### config.mk
export PLATFORM = sky130hd
export DESIGN_NAME = qst_timer
export DESIGN_NICKNAME = d
export VERILOG_FILES = /design/src/inc/qst_pkg.sv /design/src/rtl/qst_filter.sv /design/src/rtl/qst_timer.sv
export SDC_FILE = /design/constraint.sdc
export NUM_CORES = 1
export LEC_CHECK = 0
export BUFFER_PORTS_ARGS = -buffer_cell sky130_fd_sc_hd__clkbuf_2
export CAP_MARGIN = 25
export CORE_UTILIZATION = 60
export DETAILED_ROUTE_END_ITERATION = 7
export PLACE_DENSITY = 0.81
export SLEW_MARGIN = 20
export SYNTH_ARGS = -nofsm -noshare
export SYNTH_HDL_FRONTEND = slang
export SYNTH_SLANG_ARGS = --single-unit
### constraint.sdc
create_clock -name mclk -period 3.7 [get_ports mclk]
set_input_delay 0.185 -clock mclk [delete_from_list [all_inputs] [get_ports mclk]]
set_output_delay 0.185 -clock mclk [all_outputs]
set_load 0.01 [all_outputs]
### src/inc/qst_pkg.sv
// Purpose: constants shared by the quadrature/step timer
// Assumes: registers are 8 bits wide, one per aligned 32-bit Wishbone word
// Notes: register indices are multiplied by four to form byte addresses
package qst_pkg;
	// register indices
	localparam logic [7:0] REG_CTRL0 = 8'ha1;
	localparam logic [7:0] REG_CTRL1 = 8'ha9;
	localparam logic [7:0] REG_CNT_LO = 8'haa;
	localparam logic [7:0] REG_CNT_HI = 8'hab;
	localparam logic [7:0] REG_DAT_LO = 8'hac;
	localparam logic [7:0] REG_DAT_HI = 8'had;
	localparam logic [7:0] REG_PER_LO = 8'hae;
	localparam logic [7:0] REG_PER_HI = 8'haf;
	localparam logic [7:0] REG_STATUS = 8'hb0;
	localparam int ADDR_SHIFT = 2;
	// control 0 fields
	localparam int PSC_HI = 7;
	localparam int PSC_LO = 5;
	localparam int POL_BIT = 4;
	localparam int MIRQ_BIT = 3;
	localparam int EDGE_BIT = 2;
	localparam int MODE_HI = 1;
	localparam int MODE_LO = 0;
	// control 1 fields
	localparam int STYLE_BIT = 5;
	localparam int EIRQ_BIT = 4;
	localparam int OIRQ_BIT = 3;
	localparam int FILT_BIT = 2;
	localparam int DIR_BIT = 1;
	localparam int EN_BIT = 0;
	// status fields, written 1 to clear
	localparam int ST_MATCH = 0;
	localparam int ST_EDGE = 1;
	localparam int ST_OVF = 2;
	localparam logic [7:0] RESET_BYTE = 8'h00;
	localparam logic [15:0] CNT_MAX = 16'hffff;
	localparam logic [15:0] CNT_ZERO = 16'h0000;
	localparam int FILTER_CYCLES = 4;
	typedef enum logic [1:0] {
		QST_CAPTURE = 2'b00,
		QST_OUTPUT = 2'b01,
		QST_COUNT = 2'b10,
		QST_POSITION = 2'b11
	} qst_mode_t;
endpackage

### src/rtl/qst_filter.sv
// Purpose: optional glitch filter for one timer input
// Assumes: input already synchronous to mclk
// Notes: when enabled the output follows a level stable for STABLE cycles
`timescale 1ns/1ps
module qst_filter #(
	parameter int STABLE = qst_pkg::FILTER_CYCLES
) (
	input wire logic mclk,
	input wire logic rstn,
	input wire logic enable,
	input wire logic din,
	output logic dout
);
	logic [STABLE-1:0] hist;
	initial begin
		if (STABLE < 2) $error("qst_filter: STABLE must be at least 2");
	end
	// shift history; output moves when all samples agree
	always_ff @(posedge mclk or negedge rstn) begin
		if (!rstn) begin
			hist <= '0;
			dout <= 1'b0;
		end else begin
			hist <= {hist[STABLE-2:0], din};
			if (!enable)
				dout <= din;
			else if (&hist)
				dout <= 1'b1; // RL18
			else if (~|hist)
				dout <= 1'b0; // RL24
		end
	end
endmodule

### src/rtl/qst_timer.sv
// Purpose: 16-bit multi-mode timer with quadrature and step decoding
// Assumes: classic Wishbone slave, 8-bit registers in low lanes
// Notes: single-cycle ack; unmapped addresses read zero
`timescale 1ns/1ps
// How it works
// RL1 - encoder uses pins, rotating-state uses comparators
// RL2 - position counts up forward, down reverse
// RL3 - encoder count wraps at programmed encoder value
// RL4 - zero index sets match flag
// RL5 - active edge captures, clears base, flags
// RL6 - base timer overflow at 0xffff flags
// RL7 - step mode: direction pin plus pulse pin
// RL8 - direction updates only on pulse after change
// RL9 - step mode position wraps freely
// RL10 - counter reads base or position by mode
// RL11 - prescale divides clock by two to field
// RL12 - polarity bit meaning depends on mode
// RL13 - match enable gates match interrupt
// RL14 - edge bit: capture edges, active edge, index clear
// RL15 - mode field selects operating mode
// RL16 - step style bit accepts only zero
// RL17 - edge and overflow interrupt enables
// RL18 - filter rejects pulses under four cycles
// RL19 - direction bit readable, derived by mode
// RL20 - enable bit starts and stops base timer
// RL21 - data register meaning by mode
// RL22 - period register meaning by mode
// RL23 - high byte read latches low byte
// RL24 - filtered input lags four cycles
// RL25 - interrupt outputs need flag and enable
module qst_timer #(
	parameter int FILTER_LEN = qst_pkg::FILTER_CYCLES
) (
	input wire logic mclk,
	input wire logic rstn,
	input wire logic wb_cyc_i,
	input wire logic wb_stb_i,
	input wire logic wb_we_i,
	input wire logic [11:0] wb_adr_i,
	input wire logic [3:0] wb_sel_i,
	input wire logic [31:0] wb_dat_i,
	output logic [31:0] wb_dat_o,
	output logic wb_ack_o,
	input wire logic pin_a,
	input wire logic pin_b,
	input wire logic index_pin,
	input wire logic comparator_a,
	input wire logic comparator_b,
	output logic timer_out,
	output logic match_irq,
	output logic edge_irq,
	output logic overflow_irq
);
	logic [7:0] ctrl0, ctrl1_w;
	logic direction_flag;
	logic [15:0] base, position_counter, data_register, period_register;
	logic [15:0] data_shadow, next_base;
	logic [7:0] cnt_lo_latch, dat_hi_hold;
	logic match_flag, edge_flag, overflow_flag;
	logic [6:0] psc_cnt;
	logic tick, fa, fb, fa_d, fb_d, fz, fz_d, ovf_evt, act_edge;
	logic dir_now, dir_pend, armed, qdir;
	logic [1:0] mode;
	logic req, wr, rd, clr_base;
	logic [7:0] idx, rdata;
	initial begin
		if (FILTER_LEN < 2) $error("qst_timer: FILTER_LEN must be >= 2");
	end
	assign mode = ctrl0[qst_pkg::MODE_HI:qst_pkg::MODE_LO]; // RL15
	function automatic logic is_mode(input logic [1:0] m,
		input qst_pkg::qst_mode_t t);
		is_mode = (m == 2'(t));
	endfunction
	wire pos_mode = is_mode(mode, qst_pkg::QST_POSITION);
	wire step_mode = pos_mode && ctrl0[qst_pkg::POL_BIT]; // RL12
	wire enc_mode = pos_mode && !ctrl0[qst_pkg::POL_BIT];
	wire en = ctrl1_w[qst_pkg::EN_BIT];
	wire filt = ctrl1_w[qst_pkg::FILT_BIT];
	wire rise_sel = ctrl0[qst_pkg::EDGE_BIT];

	// bus decode: single-cycle ack, index is word address
	assign req = wb_cyc_i && wb_stb_i && !wb_ack_o;
	assign idx = wb_adr_i[qst_pkg::ADDR_SHIFT+7:qst_pkg::ADDR_SHIFT];
	assign wr = req && wb_we_i && wb_sel_i[0];
	assign rd = req && !wb_we_i;

	// input path: pins in encoder and step, comparators in rotating-state
	wire rs_sel = enc_mode && ctrl1_w[7];
	wire src_a = rs_sel ? comparator_a : pin_a; // RL1
	wire src_b = rs_sel ? comparator_b : pin_b; // RL1
	qst_filter #(.STABLE(FILTER_LEN)) u_fa (.mclk(mclk), .rstn(rstn),
		.enable(filt), .din(src_a), .dout(fa));
	qst_filter #(.STABLE(FILTER_LEN)) u_fb (.mclk(mclk), .rstn(rstn),
		.enable(filt), .din(src_b), .dout(fb));
	qst_filter #(.STABLE(FILTER_LEN)) u_fz (.mclk(mclk), .rstn(rstn),
		.enable(filt), .din(index_pin), .dout(fz));

	// edge history of filtered inputs
	always_ff @(posedge mclk or negedge rstn) begin
		if (!rstn) begin
			fa_d <= 1'b0;
			fb_d <= 1'b0;
			fz_d <= 1'b0;
		end else begin
			fa_d <= fa;
			fb_d <= fb;
			fz_d <= fz;
		end
	end
	wire a_chg = fa ^ fa_d;
	wire b_chg = fb ^ fb_d;
	wire a_act = rise_sel ? (fa && !fa_d) : (!fa && fa_d); // RL7 RL14
	wire index_evt = enc_mode && fz && !fz_d; // RL4

	// quadrature: every edge of a or b alone counts, direction from phase relation
	always_comb begin
		qdir = direction_flag;
		if (a_chg && !b_chg)
			qdir = (fa == fb); // RL19
		else if (b_chg && !a_chg)
			qdir = (fa != fb);
	end
	wire quad_evt = enc_mode && (a_chg ^ b_chg);
	wire step_evt = step_mode && a_act;
	assign act_edge = quad_evt || step_evt;
	wire count_evt = is_mode(mode, qst_pkg::QST_COUNT) && a_act;
	wire next_dir = step_mode ? (dir_pend ? fb : direction_flag) : qdir;

	// step direction: a change of pin b only arms the update
	always_ff @(posedge mclk or negedge rstn) begin
		if (!rstn) begin
			dir_pend <= 1'b0;
			direction_flag <= 1'b0;
		end else begin
			if (step_evt)
				dir_pend <= 1'b0;
			else if (step_mode && b_chg)
				dir_pend <= 1'b1; // RL8
			if (act_edge)
				direction_flag <= next_dir; // RL8 RL19
		end
	end

	// prescaler: tick every 2**prescale_select cycles
	always_ff @(posedge mclk or negedge rstn) begin
		if (!rstn)
			psc_cnt <= '0;
		else if (!en)
			psc_cnt <= '0;
		else
			psc_cnt <= psc_cnt + 7'd1;
	end
	wire [2:0] psel = ctrl0[qst_pkg::PSC_HI:qst_pkg::PSC_LO];
	assign tick = en && ((psc_cnt & ((7'd1 << psel) - 7'd1)) == 7'd0); // RL11

	// base timer: counts ticks, cleared by counting edges
	assign ovf_evt = tick && (base == qst_pkg::CNT_MAX); // RL6
	wire cmp_match = is_mode(mode, qst_pkg::QST_OUTPUT) && tick
		&& (base == data_shadow);
	wire out_wrap = is_mode(mode, qst_pkg::QST_OUTPUT) && tick
		&& (base == period_register);
	wire pos_hit = (position_counter + 16'd1) == data_register;
	wire cnt_match = count_evt && pos_hit;
	assign clr_base = act_edge || cnt_match || out_wrap || ovf_evt;
	always_comb begin
		next_base = base;
		if (clr_base)
			next_base = qst_pkg::CNT_ZERO; // RL5
		else if (tick)
			next_base = base + 16'd1; // RL20
	end
	wire cnt_w_hi = wr && idx == qst_pkg::REG_CNT_HI;
	wire cnt_w_lo = wr && idx == qst_pkg::REG_CNT_LO;
	always_ff @(posedge mclk or negedge rstn) begin
		if (!rstn)
			base <= qst_pkg::CNT_ZERO;
		else if (cnt_w_hi && !pos_mode)
			base <= {wb_dat_i[7:0], base[7:0]};
		else if (cnt_w_lo && !pos_mode)
			base <= {base[15:8], wb_dat_i[7:0]};
		else
			base <= next_base;
	end

	// position counter with mode-dependent wrap
	always_ff @(posedge mclk or negedge rstn) begin
		if (!rstn)
			position_counter <= qst_pkg::CNT_ZERO;
		else if (cnt_w_hi && pos_mode)
			position_counter <= {wb_dat_i[7:0], position_counter[7:0]};
		else if (cnt_w_lo && pos_mode)
			position_counter <= {position_counter[15:8], wb_dat_i[7:0]};
		else if (index_evt && rise_sel)
			position_counter <= qst_pkg::CNT_ZERO; // RL14
		else if (act_edge && !next_dir) begin
			if (enc_mode && position_counter == data_register)
				position_counter <= qst_pkg::CNT_ZERO; // RL3
			else
				position_counter <= position_counter + 16'd1; // RL2 RL9
		end else if (act_edge) begin
			if (enc_mode && position_counter == qst_pkg::CNT_ZERO)
				position_counter <= data_register; // RL3
			else
				position_counter <= position_counter - 16'd1; // RL2 RL9
		end else if (cnt_match)
			position_counter <= qst_pkg::CNT_ZERO;
		else if (count_evt)
			position_counter <= position_counter + 16'd1;
	end

	// data register: software value, 0xffff or 0x0000 by input level on capture overflow
	wire dat_w_lo = wr && idx == qst_pkg::REG_DAT_LO;
	wire cap_ovf = is_mode(mode, qst_pkg::QST_CAPTURE) && ovf_evt;
	always_ff @(posedge mclk or negedge rstn) begin
		if (!rstn) begin
			data_register <= qst_pkg::CNT_ZERO;
			dat_hi_hold <= qst_pkg::RESET_BYTE;
		end else begin
			if (wr && idx == qst_pkg::REG_DAT_HI)
				dat_hi_hold <= wb_dat_i[7:0];
			if (dat_w_lo)
				data_register <= {dat_hi_hold, wb_dat_i[7:0]}; // RL21
			else if (cap_ovf)
				data_register <= (fa ^ ctrl0[qst_pkg::POL_BIT]) ?
					qst_pkg::CNT_MAX : qst_pkg::CNT_ZERO; // RL12
		end
	end

	// shadow compare value loads at period end or when stopped
	always_ff @(posedge mclk or negedge rstn) begin
		if (!rstn)
			data_shadow <= qst_pkg::CNT_ZERO;
		else if (out_wrap || ovf_evt || !en)
			data_shadow <= data_register;
	end

	// period register: captured base timer on counting edges
	always_ff @(posedge mclk or negedge rstn) begin
		if (!rstn)
			period_register <= qst_pkg::CNT_ZERO;
		else if (act_edge || cnt_match)
			period_register <= base; // RL5 RL22
		else if (cap_ovf)
			period_register <= qst_pkg::CNT_MAX;
		else if (wr && idx == qst_pkg::REG_PER_HI)
			period_register <= {wb_dat_i[7:0], period_register[7:0]};
		else if (wr && idx == qst_pkg::REG_PER_LO)
			period_register <= {period_register[15:8], wb_dat_i[7:0]};
	end

	// control registers
	always_ff @(posedge mclk or negedge rstn) begin
		if (!rstn) begin
			ctrl0 <= qst_pkg::RESET_BYTE;
			ctrl1_w <= qst_pkg::RESET_BYTE;
		end else if (wr && idx == qst_pkg::REG_CTRL0)
			ctrl0 <= wb_dat_i[7:0];
		else if (wr && idx == qst_pkg::REG_CTRL1) begin
			ctrl1_w <= wb_dat_i[7:0];
			ctrl1_w[qst_pkg::STYLE_BIT] <= 1'b0; // RL16
			ctrl1_w[qst_pkg::DIR_BIT] <= 1'b0;
		end
	end

	// flags: set wins over write-1-to-clear
	wire [7:0] clr = (wr && idx == qst_pkg::REG_STATUS) ? wb_dat_i[7:0]
		: 8'h00;
	always_ff @(posedge mclk or negedge rstn) begin
		if (!rstn) begin
			match_flag <= 1'b0;
			edge_flag <= 1'b0;
			overflow_flag <= 1'b0;
		end else begin
			if (index_evt || cmp_match)
				match_flag <= 1'b1; // RL4
			else if (clr[qst_pkg::ST_MATCH])
				match_flag <= 1'b0;
			if (act_edge || cnt_match)
				edge_flag <= 1'b1; // RL5
			else if (clr[qst_pkg::ST_EDGE])
				edge_flag <= 1'b0;
			if (ovf_evt)
				overflow_flag <= 1'b1; // RL6
			else if (clr[qst_pkg::ST_OVF])
				overflow_flag <= 1'b0;
		end
	end
	wire mirq_ok = ctrl0[qst_pkg::MIRQ_BIT]
		&& !is_mode(mode, qst_pkg::QST_COUNT); // RL13
	assign match_irq = match_flag && mirq_ok; // RL25
	assign edge_irq = edge_flag && ctrl1_w[qst_pkg::EIRQ_BIT]; // RL17
	assign overflow_irq = overflow_flag && ctrl1_w[qst_pkg::OIRQ_BIT]; // RL17

	// output compare level
	always_ff @(posedge mclk or negedge rstn) begin
		if (!rstn)
			timer_out <= 1'b0;
		else
			timer_out <= (base >= data_shadow) ^ ctrl0[qst_pkg::POL_BIT]; // RL12
	end

	// read mux; counter source depends on mode
	wire [15:0] cnt_view = pos_mode ? position_counter : base; // RL10
	always_comb begin
		if (idx == qst_pkg::REG_CTRL0)
			rdata = ctrl0;
		else if (idx == qst_pkg::REG_CTRL1)
			rdata = {ctrl1_w[7:2], direction_flag, ctrl1_w[0]};
		else if (idx == qst_pkg::REG_CNT_HI)
			rdata = cnt_view[15:8];
		else if (idx == qst_pkg::REG_CNT_LO)
			rdata = cnt_lo_latch; // RL23
		else if (idx == qst_pkg::REG_DAT_HI)
			rdata = data_register[15:8];
		else if (idx == qst_pkg::REG_DAT_LO)
			rdata = data_register[7:0];
		else if (idx == qst_pkg::REG_PER_HI)
			rdata = period_register[15:8];
		else if (idx == qst_pkg::REG_PER_LO)
			rdata = period_register[7:0];
		else if (idx == qst_pkg::REG_STATUS)
			rdata = {5'h00, overflow_flag, edge_flag, match_flag};
		else
			rdata = 8'h00;
	end

	// ack and registered read data; high read latches low byte
	always_ff @(posedge mclk or negedge rstn) begin
		if (!rstn) begin
			wb_ack_o <= 1'b0;
			wb_dat_o <= '0;
			cnt_lo_latch <= qst_pkg::RESET_BYTE;
		end else begin
			wb_ack_o <= req;
			if (rd)
				wb_dat_o <= {24'h000000, rdata};
			if (rd && idx == qst_pkg::REG_CNT_HI)
				cnt_lo_latch <= cnt_view[7:0]; // RL23
		end
	end

	property p_edge_capture;
		@(posedge mclk) disable iff (!rstn)
		act_edge |=> base == qst_pkg::CNT_ZERO;
	endproperty
	a_edge_capture: assert property (p_edge_capture) // RL5
		else $error("base not cleared on edge");
	property p_ovf_flag;
		@(posedge mclk) disable iff (!rstn) ovf_evt |=> overflow_flag;
	endproperty
	a_ovf_flag: assert property (p_ovf_flag) // RL6
		else $error("overflow flag not set");
	property p_irq;
		@(posedge mclk) disable iff (!rstn)
		edge_irq |-> edge_flag && ctrl1_w[qst_pkg::EIRQ_BIT];
	endproperty
	a_irq: assert property (p_irq) // RL25
		else $error("edge irq without flag and enable");
	property p_period;
		@(posedge mclk) disable iff (!rstn)
		act_edge |=> period_register == $past(base);
	endproperty
	a_period: assert property (p_period) // RL22
		else $error("period not captured");
	property p_stop;
		@(posedge mclk) disable iff (!rstn)
		!en && !clr_base && !wr |=> base == $past(base);
	endproperty
	a_stop: assert property (p_stop) // RL20
		else $error("base moved while stopped");
	property p_style;
		@(posedge mclk) disable iff (!rstn) !ctrl1_w[5];
	endproperty
	a_style: assert property (p_style) // RL16
		else $error("style bit set");
	property p_ack;
		@(posedge mclk) disable iff (!rstn) wb_ack_o |=> !wb_ack_o;
	endproperty
	a_ack: assert property (p_ack) // single-cycle ack
		else $error("ack held two cycles");
	property p_upcount;
		@(posedge mclk) disable iff (!rstn)
		step_evt && !next_dir && !wr |=>
			position_counter == $past(position_counter) + 16'd1;
	endproperty
	a_upcount: assert property (p_upcount) // RL9
		else $error("step up count wrong");
endmodule

==> flow_metrics.tcl <==
set metrics [dict create \
    power.leakage_uw 0.00468 \
    min_path_type "input pin to register" \
    grt_pass1_wl_um 44800 \
    synth_seq_area_share_pct 38.5 \
    dr_total_vias 8897 \
    powerDensity_mw_per_mm2 344 \
    synthAdderAreaFrac_pct 3.21 \
    max-slew-margin-rel_pct 36.5 \
    grt_use_met1_pct 47.5 \
    combPwrFrac_pct 8.7 \
    drc 0 \
    rrSetupSlack_ns 0.17 \
    tightest_slew_ns 0.948 \
    rsz0062_at_grt "no" \
    nNetsFinal 1231 \
    port_buffers 39 \
    critPathMaxStageDelay_ns 0.57 \
    ctsResizeCount 0 \
    setup_violations 0 \
    cts_buffers 17 \
    drtPass1Iterations 7 \
    use_met3_pct 10.2 \
    final_common_cell "dfrtp_1" \
    critPathKind "register to register" \
    finClkSkew_ns 0.0104 \
    ir_drop_uv 507 \
    die_y_um 129 \
    synthSimpleGateAreaFrac_pct 20.5 \
    cts.htree.levels 4 \
    grt_max_degree 105 \
    async_flop_share_pct 100 \
    clkSinkCount 150 \
    cp_max_fo 16 \
    busiest_layer "met2" \
    maxCapViolCount 0 \
    drt-initial-drc-count 1333 \
    hpwl_um 20000 \
    nFillCells 1291 \
    synth_compound_area_share_pct 19.7 \
    ys.flop_type "dfrtp_1" \
    ff_latch_area_mm2 0.00375 \
    drive_gt1_share_pct 13.8 \
    clock_latency_ns 0.44 \
    gp_congestion 0.972 \
    area_delta_synth_final_pct 8.80 \
    layout_common_cells "dfrtp_1, nand2_1, o21ai_0" \
    grt_util_met2_pct 55.3 \
    viasPerCell 6.48 \
    cts_setup_buffers 0 \
    core_mm2 0.0159 \
    multi_input_area_mm2 0.00538 \
    antenna_found_initial 0 \
    swShare_pct 24.8 \
    syn_area_mm2 0.00974 \
    slew_violations 0 \
    internal_power_uw 2750 \
    crit_arrival_ns 3.82 \
    required_ns 4.00 \
    cts.clk_slew.worst_paths_ns 0.06 \
    grt_remaining_overflow 0 \
    wire_per_inst_um 21.2 \
    routed_wl_um 29100 \
    status "complete, no violations" \
    fin_crit_ns 3.53 \
    yosysUniqueCellTypes 73 \
    cts_buffer_depth 2 \
    cts_tree "built" \
    start_util_pct 61.3 \
    setup_ws_ns 0.173 \
    place_ws_ns 0.233 \
    die_x_um 129 \
    io-pin-count 95 \
    ant_nets 0 \
    avgSynthCellArea_um2 8.57 \
    synth_top_family_by_area "simple AND/OR/NAND/NOR gates" \
    crit_path_cell_trace "inv_1, ha_1, or4b_4, nor3_4, nand2_2, or4_4, or4_4, o21ai_1, nand2_1, a222oi_1, o21ai_1" \
    p_seq_share_pct 47.3 \
    num_rows 46 \
    synthMuxAreaShare_pct 5.00 \
    synth_edf_count 0 \
    die_area_mm2 0.0168 \
    setup_tns_ns 0 \
    hold_viol 0 \
    cts_root_buffer "clkbuf_16" \
    track_usage_pct 36.3 \
    cp-end-kind "register" \
    synth-xor-area-share_pct 5.84 \
    grt_pass1_vias 8177 \
    syn_inst 1137 \
    p_clk_share_pct 43.9 \
    max_freq_mhz 284 \
    start_kind "register" \
    fin_crit_sh_pct 95.3 \
    crit_slowest_cell "or4_4" \
    ys_warn_count 0 \
    switchingPower_uw 903 \
    diodes 0 \
    ys_ff_latch 150 \
]
layer usage:
metal	vias to the layer above	routed length, µm
met2	581	12800
li1	4021	-
met5	-	0
met4	0	1380
met3	109	3440
met1	4186	11500
cells by family after synthesis:
family | Yosys count
fa+ha+maj | 25
flops | 150
xor+xnor | 65
buf+inv | 148
simple gates | 401
other cells | 1
mux | 45
compound gates | 302
power by group through the flow:
stage | logic [µW] | registers (µW) | clock network, µW
3_3_place_gp | 298 | 1750 | 0
5_1_grt | 350 | 1730 | 1690
3_5_place_dp | 304 | 1750 | 0
6_report | 318 | 1730 | 1600
4_1_cts | 308 | 1730 | 1610
2_1_floorplan | 233 | 1730 | 0
area by class of cell:
cell class	count	share of cell area, %
Inverter	39	1.38
Timing Repair Buffer	78	4.90
Clock inverter	4	0.472
Multi-Input combinational cell	862	50.8
Clock buffer	23	4.51
Sequential cell	150	35.4
Tap cell	216	2.55
state kept, by name (all words and copies together), names as in the netlist, 6 cells and up:
register and count:
cnt_lo_latch 8, base 16, position_counter 16, period_register 16
ctrl0 8, data_shadow 16, ctrl1_w 6, dat_hi_hold 8
wb_dat_o 8, psc_cnt 7, data_register 16
critical path, delay by kind of cell (launching register included):
kind,cells,cell delay (ns)
AO/OA/AOI/OAI,3,0.64
AND/OR/NAND/NOR,6,1.98
buffers and inverters,1,0.11
flip-flops,1,0.45
adder cells (fa/ha/maj),1,0.21
metrics by stage:
stage          utilization [%]  hold WS, ns  instance area [µm²]  instances  total power [µW]
6_report                  66.7       0.0219                10600       1372              3650
5_1_grt                   66.7       0.0218                10600       1372              3770
4_1_cts                   66.6       0.0119                10600       1371              3650
3_5_place_dp              63.1        0.321                10000       1342              2060
3_3_place_gp              63.1        0.309                10000       1342              2050
2_1_floorplan                -       -0.111                 9830       1160              1960
synth_stat cells (all sizes together), types with 13 or more instances:
cell type	number	area share (%)
clkbuf	65	2.5
o21ai	99	5.1
a21oi	55	2.8
ha	25	3.2
nand2	150	5.8
xor2	42	3.8
a21o	22	1.7
nor4	16	1.1
xnor2	23	2.1
or3	16	1.0
mux2	29	3.4
nand3	24	1.2
or2	13	0.83
a31oi	28	1.8
mux2i	16	1.6
a22oi	13	1.0
nor3	26	1.6
buf	44	3.2
inv	39	1.5
dfrtp	150	39
nor2	77	3.0
final timing paths:
path                                           from              endpoint  cells after the start
worst max register to register  position_counter[0]  position_counter[14]                     11
worst max-delay path            position_counter[0]  position_counter[14]                     11
worst min-delay path                   comparator_b          u_fb.hist[0]                      2
worst min register to register         u_fz.hist[1]          u_fz.hist[2]                      0
min in group asynchronous                      rstn            psc_cnt[2]                      2
max in group asynchronous                      rstn               base[1]                      4
timing repair:
item,in CTS,in global routing
hold buffers,2,0
endpoints found under the hold margin,103,0
setup endpoints to repair,0,0
No activity file was read; power rests on OpenSTA's default activity.
